$ cat config.mk
export PLATFORM = sky130hd
export DESIGN_NAME = fsc_synth_ctrl
export DESIGN_NICKNAME = d
export VERILOG_FILES = /design/src/fsc_pkg.sv /design/src/fsc_dsm_if.sv /design/src/fsc_dsm.sv /design/src/fsc_synth_ctrl.sv
export SDC_FILE = /design/constraint.sdc
export NUM_CORES = 1
export LEC_CHECK = 0
export BUFFER_PORTS_ARGS = -buffer_cell sky130_fd_sc_hd__buf_2
export CORE_UTILIZATION = 55
export CTS_CLUSTER_SIZE = 16
export DETAILED_ROUTE_END_ITERATION = 16
export GPL_ROUTABILITY_DRIVEN = 0
export PLACE_DENSITY = 0.76
export SYNTH_ARGS = -nofsm -noshare
export SYNTH_HDL_FRONTEND = slang
export SYNTH_HIERARCHICAL = 1
export SYNTH_SLANG_ARGS = --single-unit
$ cat constraint.sdc
create_clock -name clk -period 23.7 [get_ports clk]
set_input_delay 7.11 -clock clk [delete_from_list [all_inputs] [get_ports clk]]
set_output_delay 7.11 -clock clk [all_outputs]
set_load 0.1 [all_outputs]
$ cat src/fsc_pkg.sv
/*
  fsc_pkg: register map, field layout, timing and states of the
  synthesizer frequency control block.
  Assumes a 200 MHz system clock and a 10 MHz loop reference.
*/
package fsc_pkg;

  // register port geometry
  localparam int ADDR_W = 7;
  localparam int DATA_W = 8;

  // register offsets
  localparam logic [6:0] REG_TRIM_LO = 7'h73;
  localparam logic [6:0] REG_TRIM_HI = 7'h74;
  localparam logic [6:0] REG_BAND = 7'h75;
  localparam logic [6:0] REG_FRAC_HI = 7'h76;
  localparam logic [6:0] REG_FRAC_LO = 7'h77;

  // reset values
  localparam logic [7:0] RST_TRIM_LO = 8'h00;
  localparam logic [7:0] RST_TRIM_HI = 8'h00;
  localparam logic [7:0] RST_BAND = 8'h35;
  localparam logic [7:0] RST_FRAC_HI = 8'hBB;
  localparam logic [7:0] RST_FRAC_LO = 8'h80;

  // band register layout
  localparam int BAND_HB_BIT = 5;
  localparam int BAND_SB_BIT = 6;
  localparam int FB_W = 5;
  localparam logic [4:0] FB_MAX = 5'h17;
  localparam logic [5:0] N_OFFSET = 6'h18;

  // trim and deviation words
  localparam int TRIM_W = 10;
  localparam int TRIM_HI_W = 2;
  localparam int DEV_W = 9;
  localparam int DEV_SHIFT_LB = 2;
  localparam int DEV_SHIFT_HB = 1;

  // modulator
  localparam int FRAC_W = 16;
  localparam int ACC_W = 17;
  localparam int N_W = 6;
  localparam int DIV_W = 7;
  localparam logic [16:0] FRAC_MOD = 17'h0FA00;

  // clocks
  localparam int CLK_HZ = 200_000_000;
  localparam int REF_HZ = 10_000_000;
  localparam int REF_DIV = CLK_HZ / REF_HZ;
  localparam int REF_CNT_W = 5;

  // sequencer times in ns and derived cycle counts
  localparam int BIAS_TIME_NS = 50_000;
  localparam int CAL_TIME_NS = 50_000;
  localparam int SETTLE_TIME_NS = 100_000;
  localparam int TOTAL_MAX_NS = 200_000;
  localparam int CLK_PER_US = CLK_HZ / 1_000_000;
  localparam int BIAS_CYC = BIAS_TIME_NS * CLK_PER_US / 1000;
  localparam int CAL_CYC = CAL_TIME_NS * CLK_PER_US / 1000;
  localparam int SETTLE_CYC = SETTLE_TIME_NS * CLK_PER_US / 1000;
  localparam int TOTAL_MAX_CYC = TOTAL_MAX_NS * CLK_PER_US / 1000;
  localparam int SEQ_CNT_W = 16;

  // start-up sequencer states
  typedef enum logic [2:0] {
    SEQ_OFF,
    SEQ_BIAS,
    SEQ_CAL,
    SEQ_SETTLE,
    SEQ_LOCK
  } fsc_seq_type;

endpackage

$ cat src/fsc_dsm_if.sv
/*
  fsc_dsm_if: carrier between the control logic and the delta-sigma
  modulator. Assumes both ends run on the same clock.
*/
`timescale 1ns/1ps
interface fsc_dsm_if;
  logic ref_tick;                           // one pulse per reference period
  logic run;                                // modulator enabled
  logic [fsc_pkg::N_W-1:0] int_n;           // integer divide part
  logic [fsc_pkg::FRAC_W-1:0] frac;         // fraction word, below modulus
  logic [fsc_pkg::DIV_W-1:0] div_n;         // instantaneous divide value

  modport ctrl (output ref_tick, output run, output int_n, output frac, input div_n);
  modport mdl (input ref_tick, input run, input int_n, input frac, output div_n);
endinterface

$ cat src/fsc_dsm.sv
/*
  fsc_dsm: third-order cascaded delta-sigma modulator with modulo
  64000 accumulators, stepped once per reference tick.
  Assumes frac is always below the modulus and held steady between ticks.
*/
`timescale 1ns/1ps
module fsc_dsm (
  // clock and reset
  input wire logic clk,
  input wire logic sys_rst,
  // control side
  fsc_dsm_if.mdl dsm
);

  logic [fsc_pkg::ACC_W-1:0] acc1_reg, acc2_reg, acc3_reg;  // accumulators
  logic [fsc_pkg::ACC_W-1:0] s1, s2, s3;                     // raw sums
  logic c1, c2, c3;                                          // stage carries
  logic [fsc_pkg::ACC_W-1:0] a1_next, a2_next, a3_next;
  logic c2_d_reg, c3_d_reg, c3_dd_reg;                       // carry history
  logic signed [3:0] y;                                      // noise-shaped step

  // each stage wraps at the modulus; the carry is the stage output
  always_comb begin
    s1 = acc1_reg + {1'b0, dsm.frac};
    c1 = (s1 >= fsc_pkg::FRAC_MOD);
    a1_next = c1 ? s1 - fsc_pkg::FRAC_MOD : s1;
    s2 = acc2_reg + a1_next;
    c2 = (s2 >= fsc_pkg::FRAC_MOD);
    a2_next = c2 ? s2 - fsc_pkg::FRAC_MOD : s2;
    s3 = acc3_reg + a2_next;
    c3 = (s3 >= fsc_pkg::FRAC_MOD);
    a3_next = c3 ? s3 - fsc_pkg::FRAC_MOD : s3;
    // mash combination: c1 + (1-z^-1)c2 + (1-z^-1)^2 c3
    y = 4'(c1) + 4'(c2) - 4'(c2_d_reg) + 4'(c3) - 4'({c3_d_reg, 1'b0}) + 4'(c3_dd_reg);
  end

  // accumulators step only on a reference tick and clear in any cycle the modulator is not running
  always_ff @(posedge clk) begin
    if (sys_rst || !dsm.run) begin
      acc1_reg <= '0;
      acc2_reg <= '0;
      acc3_reg <= '0;
      c2_d_reg <= 1'b0;
      c3_d_reg <= 1'b0;
      c3_dd_reg <= 1'b0;
    end else if (dsm.ref_tick) begin
      acc1_reg <= a1_next;
      acc2_reg <= a2_next;
      acc3_reg <= a3_next;
      c2_d_reg <= c2;
      c3_d_reg <= c3;
      c3_dd_reg <= c3_d_reg;
    end
  end

  // divide value seen by the loop divider, registered
  always_ff @(posedge clk) begin
    if (sys_rst) begin
      dsm.div_n <= '0;
    end else if (!dsm.run) begin
      dsm.div_n <= {1'b0, dsm.int_n};
    end else if (dsm.ref_tick) begin
      dsm.div_n <= fsc_pkg::DIV_W'($signed({1'b0, dsm.int_n}) + y);
    end
  end

endmodule

$ cat src/fsc_synth_ctrl.sv
/*
  fsc_synth_ctrl: frequency control registers, fraction assembly and
  start-up sequencer of a fractional-N carrier synthesizer.
  Assumes the serial register port logic hands over decoded byte
  accesses on this clock, and tx_data arrives from a pin.
*/
`timescale 1ns/1ps
module fsc_synth_ctrl #(
  parameter int BIAS_CYCLES = fsc_pkg::BIAS_CYC,
  parameter int CAL_CYCLES = fsc_pkg::CAL_CYC,
  parameter int SETTLE_CYCLES = fsc_pkg::SETTLE_CYC
) (
  // clock and reset
  input wire logic clk,
  input wire logic sys_rst,
  // register port
  input wire logic reg_wr,
  input wire logic reg_rd,
  input wire logic [fsc_pkg::ADDR_W-1:0] reg_addr,
  input wire logic [fsc_pkg::DATA_W-1:0] reg_wdata,
  output logic [fsc_pkg::DATA_W-1:0] reg_rdata,
  // mode and modulation inputs
  input wire logic synth_req,
  input wire logic fast_turn,
  input wire logic mod_en,
  input wire logic [fsc_pkg::DEV_W-1:0] deviation_word,
  input wire logic tx_data,
  // synthesizer controls
  output logic vco_bias_en,
  output logic vco_cal_active,
  output logic synth_locked,
  output logic out_div2_en,
  output logic dsm_run,
  output logic [fsc_pkg::DIV_W-1:0] div_value
);

  // stored register contents
  logic [fsc_pkg::DATA_W-1:0] trim_lo_reg;
  logic [fsc_pkg::TRIM_HI_W-1:0] trim_hi_reg;
  logic [fsc_pkg::FB_W-1:0] fb_reg;
  logic hbsel_reg;
  logic sbsel_reg;
  logic [fsc_pkg::DATA_W-1:0] frac_hi_reg;
  logic [fsc_pkg::DATA_W-1:0] frac_lo_reg;

  // words as applied to the modulator
  logic [fsc_pkg::TRIM_W-1:0] ap_trim_reg;
  logic [fsc_pkg::FB_W-1:0] ap_fb_reg;
  logic ap_hbsel_reg;
  logic [fsc_pkg::FRAC_W-1:0] ap_fc_reg;

  // sequencer
  fsc_pkg::fsc_seq_type seq_reg, seq_next;
  logic [fsc_pkg::SEQ_CNT_W-1:0] cnt_reg, cnt_next;
  logic freq_dirty_reg;                      // frequency written, not yet applied
  logic start_seq;                           // sequence begins this edge

  // reference tick generator
  logic [fsc_pkg::REF_CNT_W-1:0] ref_cnt_reg;
  logic ref_tick;

  // transmit data synchroniser
  logic tx_meta_reg, tx_sync_reg;

  // fraction assembly
  localparam int DEV_W_EXT = fsc_pkg::DEV_W + fsc_pkg::DEV_SHIFT_LB;
  logic freq_write;
  logic [fsc_pkg::DEV_W+fsc_pkg::DEV_SHIFT_LB-1:0] dev_scaled;
  logic signed [18:0] offs;
  logic signed [18:0] frac_sum;
  logic [fsc_pkg::FRAC_W-1:0] frac_word;
  logic [fsc_pkg::N_W-1:0] int_word;
  logic [fsc_pkg::N_W-1:0] n_base;

  fsc_dsm_if dsm_bus ();

  // any frequency register write marks the frequency as changed
  assign freq_write = reg_wr && (reg_addr == fsc_pkg::REG_TRIM_LO || reg_addr == fsc_pkg::REG_TRIM_HI ||
                                 reg_addr == fsc_pkg::REG_BAND || reg_addr == fsc_pkg::REG_FRAC_HI ||
                                 reg_addr == fsc_pkg::REG_FRAC_LO);

  // trim word registers, low byte and top two bits
  always_ff @(posedge clk) begin
    if (sys_rst) begin
      trim_lo_reg <= fsc_pkg::RST_TRIM_LO;
      trim_hi_reg <= fsc_pkg::RST_TRIM_HI[fsc_pkg::TRIM_HI_W-1:0];
    end else if (reg_wr) begin
      if (reg_addr == fsc_pkg::REG_TRIM_LO) begin
        trim_lo_reg <= reg_wdata;
      end
      if (reg_addr == fsc_pkg::REG_TRIM_HI) begin
        trim_hi_reg <= reg_wdata[fsc_pkg::TRIM_HI_W-1:0];
      end
    end
  end

  // band register; an out-of-range band is clamped as it is written
  always_ff @(posedge clk) begin
    if (sys_rst) begin
      fb_reg <= fsc_pkg::RST_BAND[fsc_pkg::FB_W-1:0];
      hbsel_reg <= fsc_pkg::RST_BAND[fsc_pkg::BAND_HB_BIT];
      sbsel_reg <= fsc_pkg::RST_BAND[fsc_pkg::BAND_SB_BIT];
    end else if (reg_wr && reg_addr == fsc_pkg::REG_BAND) begin
      // clamping here keeps read-back and the divider in agreement
      if (reg_wdata[fsc_pkg::FB_W-1:0] > fsc_pkg::FB_MAX) begin
        fb_reg <= fsc_pkg::FB_MAX;
      end else begin
        fb_reg <= reg_wdata[fsc_pkg::FB_W-1:0];
      end
      hbsel_reg <= reg_wdata[fsc_pkg::BAND_HB_BIT];
      sbsel_reg <= reg_wdata[fsc_pkg::BAND_SB_BIT];
    end
  end

  // nominal fraction word, high and low bytes
  always_ff @(posedge clk) begin
    if (sys_rst) begin
      frac_hi_reg <= fsc_pkg::RST_FRAC_HI;
      frac_lo_reg <= fsc_pkg::RST_FRAC_LO;
    end else if (reg_wr) begin
      if (reg_addr == fsc_pkg::REG_FRAC_HI) begin
        frac_hi_reg <= reg_wdata;
      end
      if (reg_addr == fsc_pkg::REG_FRAC_LO) begin
        frac_lo_reg <= reg_wdata;
      end
    end
  end

  // read data, registered; unmapped offsets and reserved bits read zero
  always_ff @(posedge clk) begin
    if (sys_rst) begin
      reg_rdata <= '0;
    end else if (reg_rd) begin
      unique case (reg_addr)
        fsc_pkg::REG_TRIM_LO: reg_rdata <= trim_lo_reg;
        fsc_pkg::REG_TRIM_HI: reg_rdata <= {6'h00, trim_hi_reg};
        fsc_pkg::REG_BAND: reg_rdata <= {1'b0, sbsel_reg, hbsel_reg, fb_reg};
        fsc_pkg::REG_FRAC_HI: reg_rdata <= frac_hi_reg;
        fsc_pkg::REG_FRAC_LO: reg_rdata <= frac_lo_reg;
        default: reg_rdata <= '0;
      endcase
    end
  end

  // frequency change flag; a write in the start cycle still counts
  always_ff @(posedge clk) begin
    if (sys_rst) begin
      freq_dirty_reg <= 1'b0;
    end else if (freq_write) begin
      freq_dirty_reg <= 1'b1;
    end else if (start_seq) begin
      freq_dirty_reg <= 1'b0;
    end
  end

  // a fresh request or a changed frequency restarts the sequence
  assign start_seq = synth_req && (seq_reg == fsc_pkg::SEQ_OFF || freq_dirty_reg);

  // latch the programmed words only when a sequence starts; with the request high each byte write
  // starts one, so the modulator can see a half-written word until the next byte lands
  always_ff @(posedge clk) begin
    if (sys_rst) begin
      ap_trim_reg <= {fsc_pkg::RST_TRIM_HI[fsc_pkg::TRIM_HI_W-1:0], fsc_pkg::RST_TRIM_LO};
      ap_fb_reg <= fsc_pkg::RST_BAND[fsc_pkg::FB_W-1:0];
      ap_hbsel_reg <= fsc_pkg::RST_BAND[fsc_pkg::BAND_HB_BIT];
      ap_fc_reg <= {fsc_pkg::RST_FRAC_HI, fsc_pkg::RST_FRAC_LO};
    end else if (start_seq) begin
      ap_trim_reg <= {trim_hi_reg, trim_lo_reg};
      ap_fb_reg <= fb_reg;
      ap_hbsel_reg <= hbsel_reg;
      ap_fc_reg <= {frac_hi_reg, frac_lo_reg};
    end
  end

  // sequencer next state: bias settle, calibration, loop settle, locked
  always_comb begin
    seq_next = seq_reg;
    cnt_next = cnt_reg;
    if (!synth_req) begin
      seq_next = fsc_pkg::SEQ_OFF;
      cnt_next = '0;
    end else if (start_seq) begin
      cnt_next = '0;
      if (fast_turn) begin
        seq_next = fsc_pkg::SEQ_SETTLE;
      end else begin
        seq_next = fsc_pkg::SEQ_BIAS;
      end
    end else begin
      cnt_next = cnt_reg + 1'b1;
      unique case (seq_reg)
        fsc_pkg::SEQ_OFF: begin
          cnt_next = '0;
        end
        fsc_pkg::SEQ_BIAS: begin
          if (cnt_reg == fsc_pkg::SEQ_CNT_W'(BIAS_CYCLES - 1)) begin
            seq_next = fsc_pkg::SEQ_CAL;
            cnt_next = '0;
          end
        end
        fsc_pkg::SEQ_CAL: begin
          if (cnt_reg == fsc_pkg::SEQ_CNT_W'(CAL_CYCLES - 1)) begin
            seq_next = fsc_pkg::SEQ_SETTLE;
            cnt_next = '0;
          end
        end
        fsc_pkg::SEQ_SETTLE: begin
          // bias + cal + settle defaults sum to exactly the 200 us budget
          if (cnt_reg == fsc_pkg::SEQ_CNT_W'(SETTLE_CYCLES - 1)) begin
            seq_next = fsc_pkg::SEQ_LOCK;
            cnt_next = '0;
          end
        end
        fsc_pkg::SEQ_LOCK: begin
          cnt_next = '0;
        end
      endcase
    end
  end

  // sequencer state and interval counter
  always_ff @(posedge clk) begin
    if (sys_rst) begin
      seq_reg <= fsc_pkg::SEQ_OFF;
      cnt_reg <= '0;
    end else begin
      seq_reg <= seq_next;
      cnt_reg <= cnt_next;
    end
  end

  // sequencer-driven controls, all straight from flip-flops
  always_ff @(posedge clk) begin
    if (sys_rst) begin
      vco_bias_en <= 1'b0;
      vco_cal_active <= 1'b0;
      synth_locked <= 1'b0;
      dsm_run <= 1'b0;
    end else begin
      vco_bias_en <= (seq_next != fsc_pkg::SEQ_OFF);
      vco_cal_active <= (seq_next == fsc_pkg::SEQ_CAL);
      synth_locked <= (seq_next == fsc_pkg::SEQ_LOCK);
      dsm_run <= (seq_next != fsc_pkg::SEQ_OFF);
    end
  end

  // divide-by-two after the loop is used only in the low band; the two
  // halves together cover the whole tuning range
  always_ff @(posedge clk) begin
    if (sys_rst) begin
      out_div2_en <= ~fsc_pkg::RST_BAND[fsc_pkg::BAND_HB_BIT];
    end else begin
      out_div2_en <= ~ap_hbsel_reg;
    end
  end

  // 10 MHz reference tick derived from the system clock
  always_ff @(posedge clk) begin
    if (sys_rst) begin
      ref_cnt_reg <= '0;
    end else if (ref_cnt_reg == fsc_pkg::REF_CNT_W'(fsc_pkg::REF_DIV - 1)) begin
      ref_cnt_reg <= '0;
    end else begin
      ref_cnt_reg <= ref_cnt_reg + 1'b1;
    end
  end
  assign ref_tick = (ref_cnt_reg == fsc_pkg::REF_CNT_W'(fsc_pkg::REF_DIV - 1));

  // transmit bit from a pin: two flops before any use
  always_ff @(posedge clk) begin
    if (sys_rst) begin
      tx_meta_reg <= 1'b0;
      tx_sync_reg <= 1'b0;
    end else begin
      tx_meta_reg <= tx_data;
      tx_sync_reg <= tx_meta_reg;
    end
  end

  // fraction assembly: nominal + signed trim +/- scaled deviation, then
  // carry into the integer part so the fraction stays below the modulus
  always_comb begin
    // deviation is 625 Hz per step: 4 lsb in low band, 2 in high band
    if (ap_hbsel_reg) begin
      dev_scaled = DEV_W_EXT'({deviation_word, 1'b0});
    end else begin
      dev_scaled = {deviation_word, 2'b00};
    end
    // trim lsb is 156.25 Hz x (hbsel+1), same as one fraction lsb
    offs = 19'(signed'(ap_trim_reg));
    if (mod_en) begin
      if (tx_sync_reg) begin
        offs = offs + 19'(signed'({1'b0, dev_scaled}));
      end else begin
        offs = offs - 19'(signed'({1'b0, dev_scaled}));
      end
    end
    frac_sum = 19'(signed'({1'b0, ap_fc_reg})) + offs;
    n_base = {1'b0, ap_fb_reg} + fsc_pkg::N_OFFSET;
    if (frac_sum < 0) begin
      frac_word = fsc_pkg::FRAC_W'(frac_sum + 19'(signed'({2'b00, fsc_pkg::FRAC_MOD})));
      int_word = n_base - 1'b1;
    end else if (frac_sum >= 19'(signed'({2'b00, fsc_pkg::FRAC_MOD}))) begin
      frac_word = fsc_pkg::FRAC_W'(frac_sum - 19'(signed'({2'b00, fsc_pkg::FRAC_MOD})));
      int_word = n_base + 1'b1;
    end else begin
      frac_word = fsc_pkg::FRAC_W'(frac_sum);
      int_word = n_base;
    end
  end


  // modulator feed; a start clears the accumulators so old words leave no trace
  assign dsm_bus.ref_tick = ref_tick;
  assign dsm_bus.run = dsm_run && !start_seq;
  assign dsm_bus.int_n = int_word;
  assign dsm_bus.frac = frac_word;
  assign div_value = dsm_bus.div_n;

  // third-order modulator stepped at the reference rate
  fsc_dsm u_dsm (
    .clk(clk),
    .sys_rst(sys_rst),
    .dsm(dsm_bus.mdl)
  );

endmodule

==> results_dict.tcl <==
set metrics [dict create \
    viasPerCell 5.913 \
    cts_tree "done" \
    critPathRequiredTime_ps 24050 \
    period_minus_slack_ps 22070 \
    ys.flop_type "dfxtp_1" \
    dpl_cell_area_mm2 0.01264 \
    synth_edf_count 0 \
    synthArstFlopShare 0 \
    clk_pin_slew_ps 80 \
    rsz0062_at_grt "no" \
    antenna_found_initial 0 \
    syn_nets 1679 \
    slowest_delay_ps 500 \
    tns_ps 0 \
    power_uw 850.1 \
    core_area_mm2 0.02182 \
    fin_area_mm2 0.01328 \
    synthCells 1535 \
    placement.io_buffers 51 \
    status "completed" \
    hold_path_class "reg -> reg" \
    critPathSlowestCell "ha_1" \
    place_inst 1812 \
    pin_count 52 \
    p_leak_uw 0.005724 \
    end_kind "flop" \
    netlist_area_mm2 0.01223 \
    grt_pass1_vias 10310 \
    ys_seq_area_frac 0.2702 \
    drt_wl_total_um 28600 \
    hpwl_um 21020 \
    ir_worst_vdd_uv 46.18 \
    nNetsFinal 1695 \
    post-route-period-util 0.9311 \
    r2r_slack_ps 7450 \
    critPathKind "in -> reg" \
    diodes 0 \
    drv_cap 0 \
    drc 0 \
    power_density_mw_per_mm2 64.02 \
    ant_nets 0 \
    yosysWarnings 6 \
    multi_input_area_mm2 0.008471 \
    rows 54 \
    die_h_um 151.1 \
    dieArea_mm2 0.02283 \
    grt_pass1_wl_um 47600 \
    setup_viol 0 \
    grt_max_degree 94 \
    cts_root_buf "clkbuf_16" \
    hold_violations 0 \
    grt.overflow.total 0 \
    worst_pin_slew_ps 1099 \
    layout_common_cells "nor2_1 (216), nand2_1 (167), dfxtp_1 (165)" \
    drtIter0Drc 445 \
    numCtsBuffers 17 \
    fin_skew_ps 15.68 \
    drv_slew 0 \
    drtPass1Iterations 5 \
    die_w_um 151.1 \
    grt.total_usage 0.2562 \
    crit_fanout 11 \
    area_growth_pct 8.606 \
    ff_latch_area_mm2 0.003303 \
    via_count 10900 \
    synth.distinct_cells 90 \
    cts_buffer_depth 2 \
    h-tree-depth 4 \
    drive_gt1_frac 0.08824 \
    syn_area_per_cell_um2 7.965 \
    cts_setup_buffers 0 \
    final_cells 1844 \
    clk_latency_ps 440 \
    fin_hold_ws_ps 449.7 \
    cpMostUsedCell "a21oi_1" \
    nFillCells 1904 \
    ctsResizeCount 0 \
    wl_per_cell_um 15.51 \
    worstPathArrival_ps 22420 \
    final_common_cell "nor2_1" \
    synth-seq-cells 165 \
    hold_buffers 0 \
    clock-sinks 165 \
    crit_path_start_kind "input pin" \
    clock.fmax_ghz 0.04532 \
    max-slew-margin-rel 0.2656 \
    initial_core_util 0.5603 \
]
[worst max-delay path, delay by kind of cell]
kind	cells	cell delay (ps)
adder cells (fa/ha/maj)	10	3460
XOR/XNOR	5	1100
multiplexers	3	650
AND/OR/NAND/NOR	14	2830
buffers and inverters	6	580
AO/OA/AOI/OAI	32	6660
[kinds of logic after synthesis]
family,after synthesis,synth area share
AO/OA/AOI/OAI,360,0.2009
multiplexers,78,0.06856
AND/OR/NAND/NOR,597,0.2278
XOR/XNOR,104,0.07511
adder cells (fa/ha/maj),112,0.1195
buffers and inverters,119,0.03797
flip-flops,165,0.2702
[per-layer routing]
metal | share of wire | vias up | track usage | wire length [µm]
met2 | 0.49 | 261 | 0.4505 | 13930
li1 | - | 5522 | - | -
met5 | 0.0012 | - | 0.01136 | 35
met4 | 0.018 | 2 | 0.07950 | 525
met1 | 0.45 | 5070 | 0.3175 | 12910
met3 | 0.042 | 48 | 0.04127 | 1193
[cell usage after synthesis (17+ instances only)]
| cell | n | area share |
|---|---|---|
| nand2_1 | 167 | 0.051 |
| a211oi_1 | 27 | 0.017 |
| nor2b_1 | 17 | 0.0087 |
| o21ai_0 | 48 | 0.020 |
| a21oi_1 | 111 | 0.045 |
| a21o_1 | 28 | 0.017 |
| nor3_1 | 29 | 0.012 |
| clkbuf_1 | 46 | 0.014 |
| inv_1 | 60 | 0.018 |
| xnor2_1 | 67 | 0.048 |
| nor2_1 | 217 | 0.067 |
| nand3b_1 | 22 | 0.014 |
| mux2i_1 | 59 | 0.048 |
| ha_1 | 104 | 0.11 |
| dfxtp_1 | 165 | 0.27 |
| nand3_1 | 40 | 0.016 |
| xor2_1 | 36 | 0.026 |
[report_power, final]
group | switching (µW) | internal [µW]
Sequential | 3.83 | 281
Clock | 146 | 147
Combinational | 173 | 101
Total | 322 | 528
[final timing paths]
check / from / endpoint / cells after the start
worst max-delay path: deviation_word[0] / u_dsm/dsm.div_n[5] / 70
worst min-delay path: cnt_reg[0] / cnt_reg[0] / 1
worst max register to register: ap_hbsel_reg / u_dsm/dsm.div_n[5] / 69
worst min register to register: cnt_reg[0] / cnt_reg[0] / 1
[final cells by class]
type | count | share of cell area
Multi-Input combinational cell | 1251 | 0.6379
Sequential cell | 165 | 0.2488
Clock buffer | 17 | 0.03204
Tap cell | 280 | 0.02638
Timing Repair Buffer | 56 | 0.02205
Inverter | 60 | 0.01696
Clock inverter | 15 | 0.01592
[metrics by stage]
step	util	worst slack [ps]
detailed placement	0.5793	1332
CTS	0.6085	1756
floorplan	-	3285
finish	0.6085	1633
global route	0.6085	352.2
global placement	0.5793	1985
(Power assumes the default switching activity.)
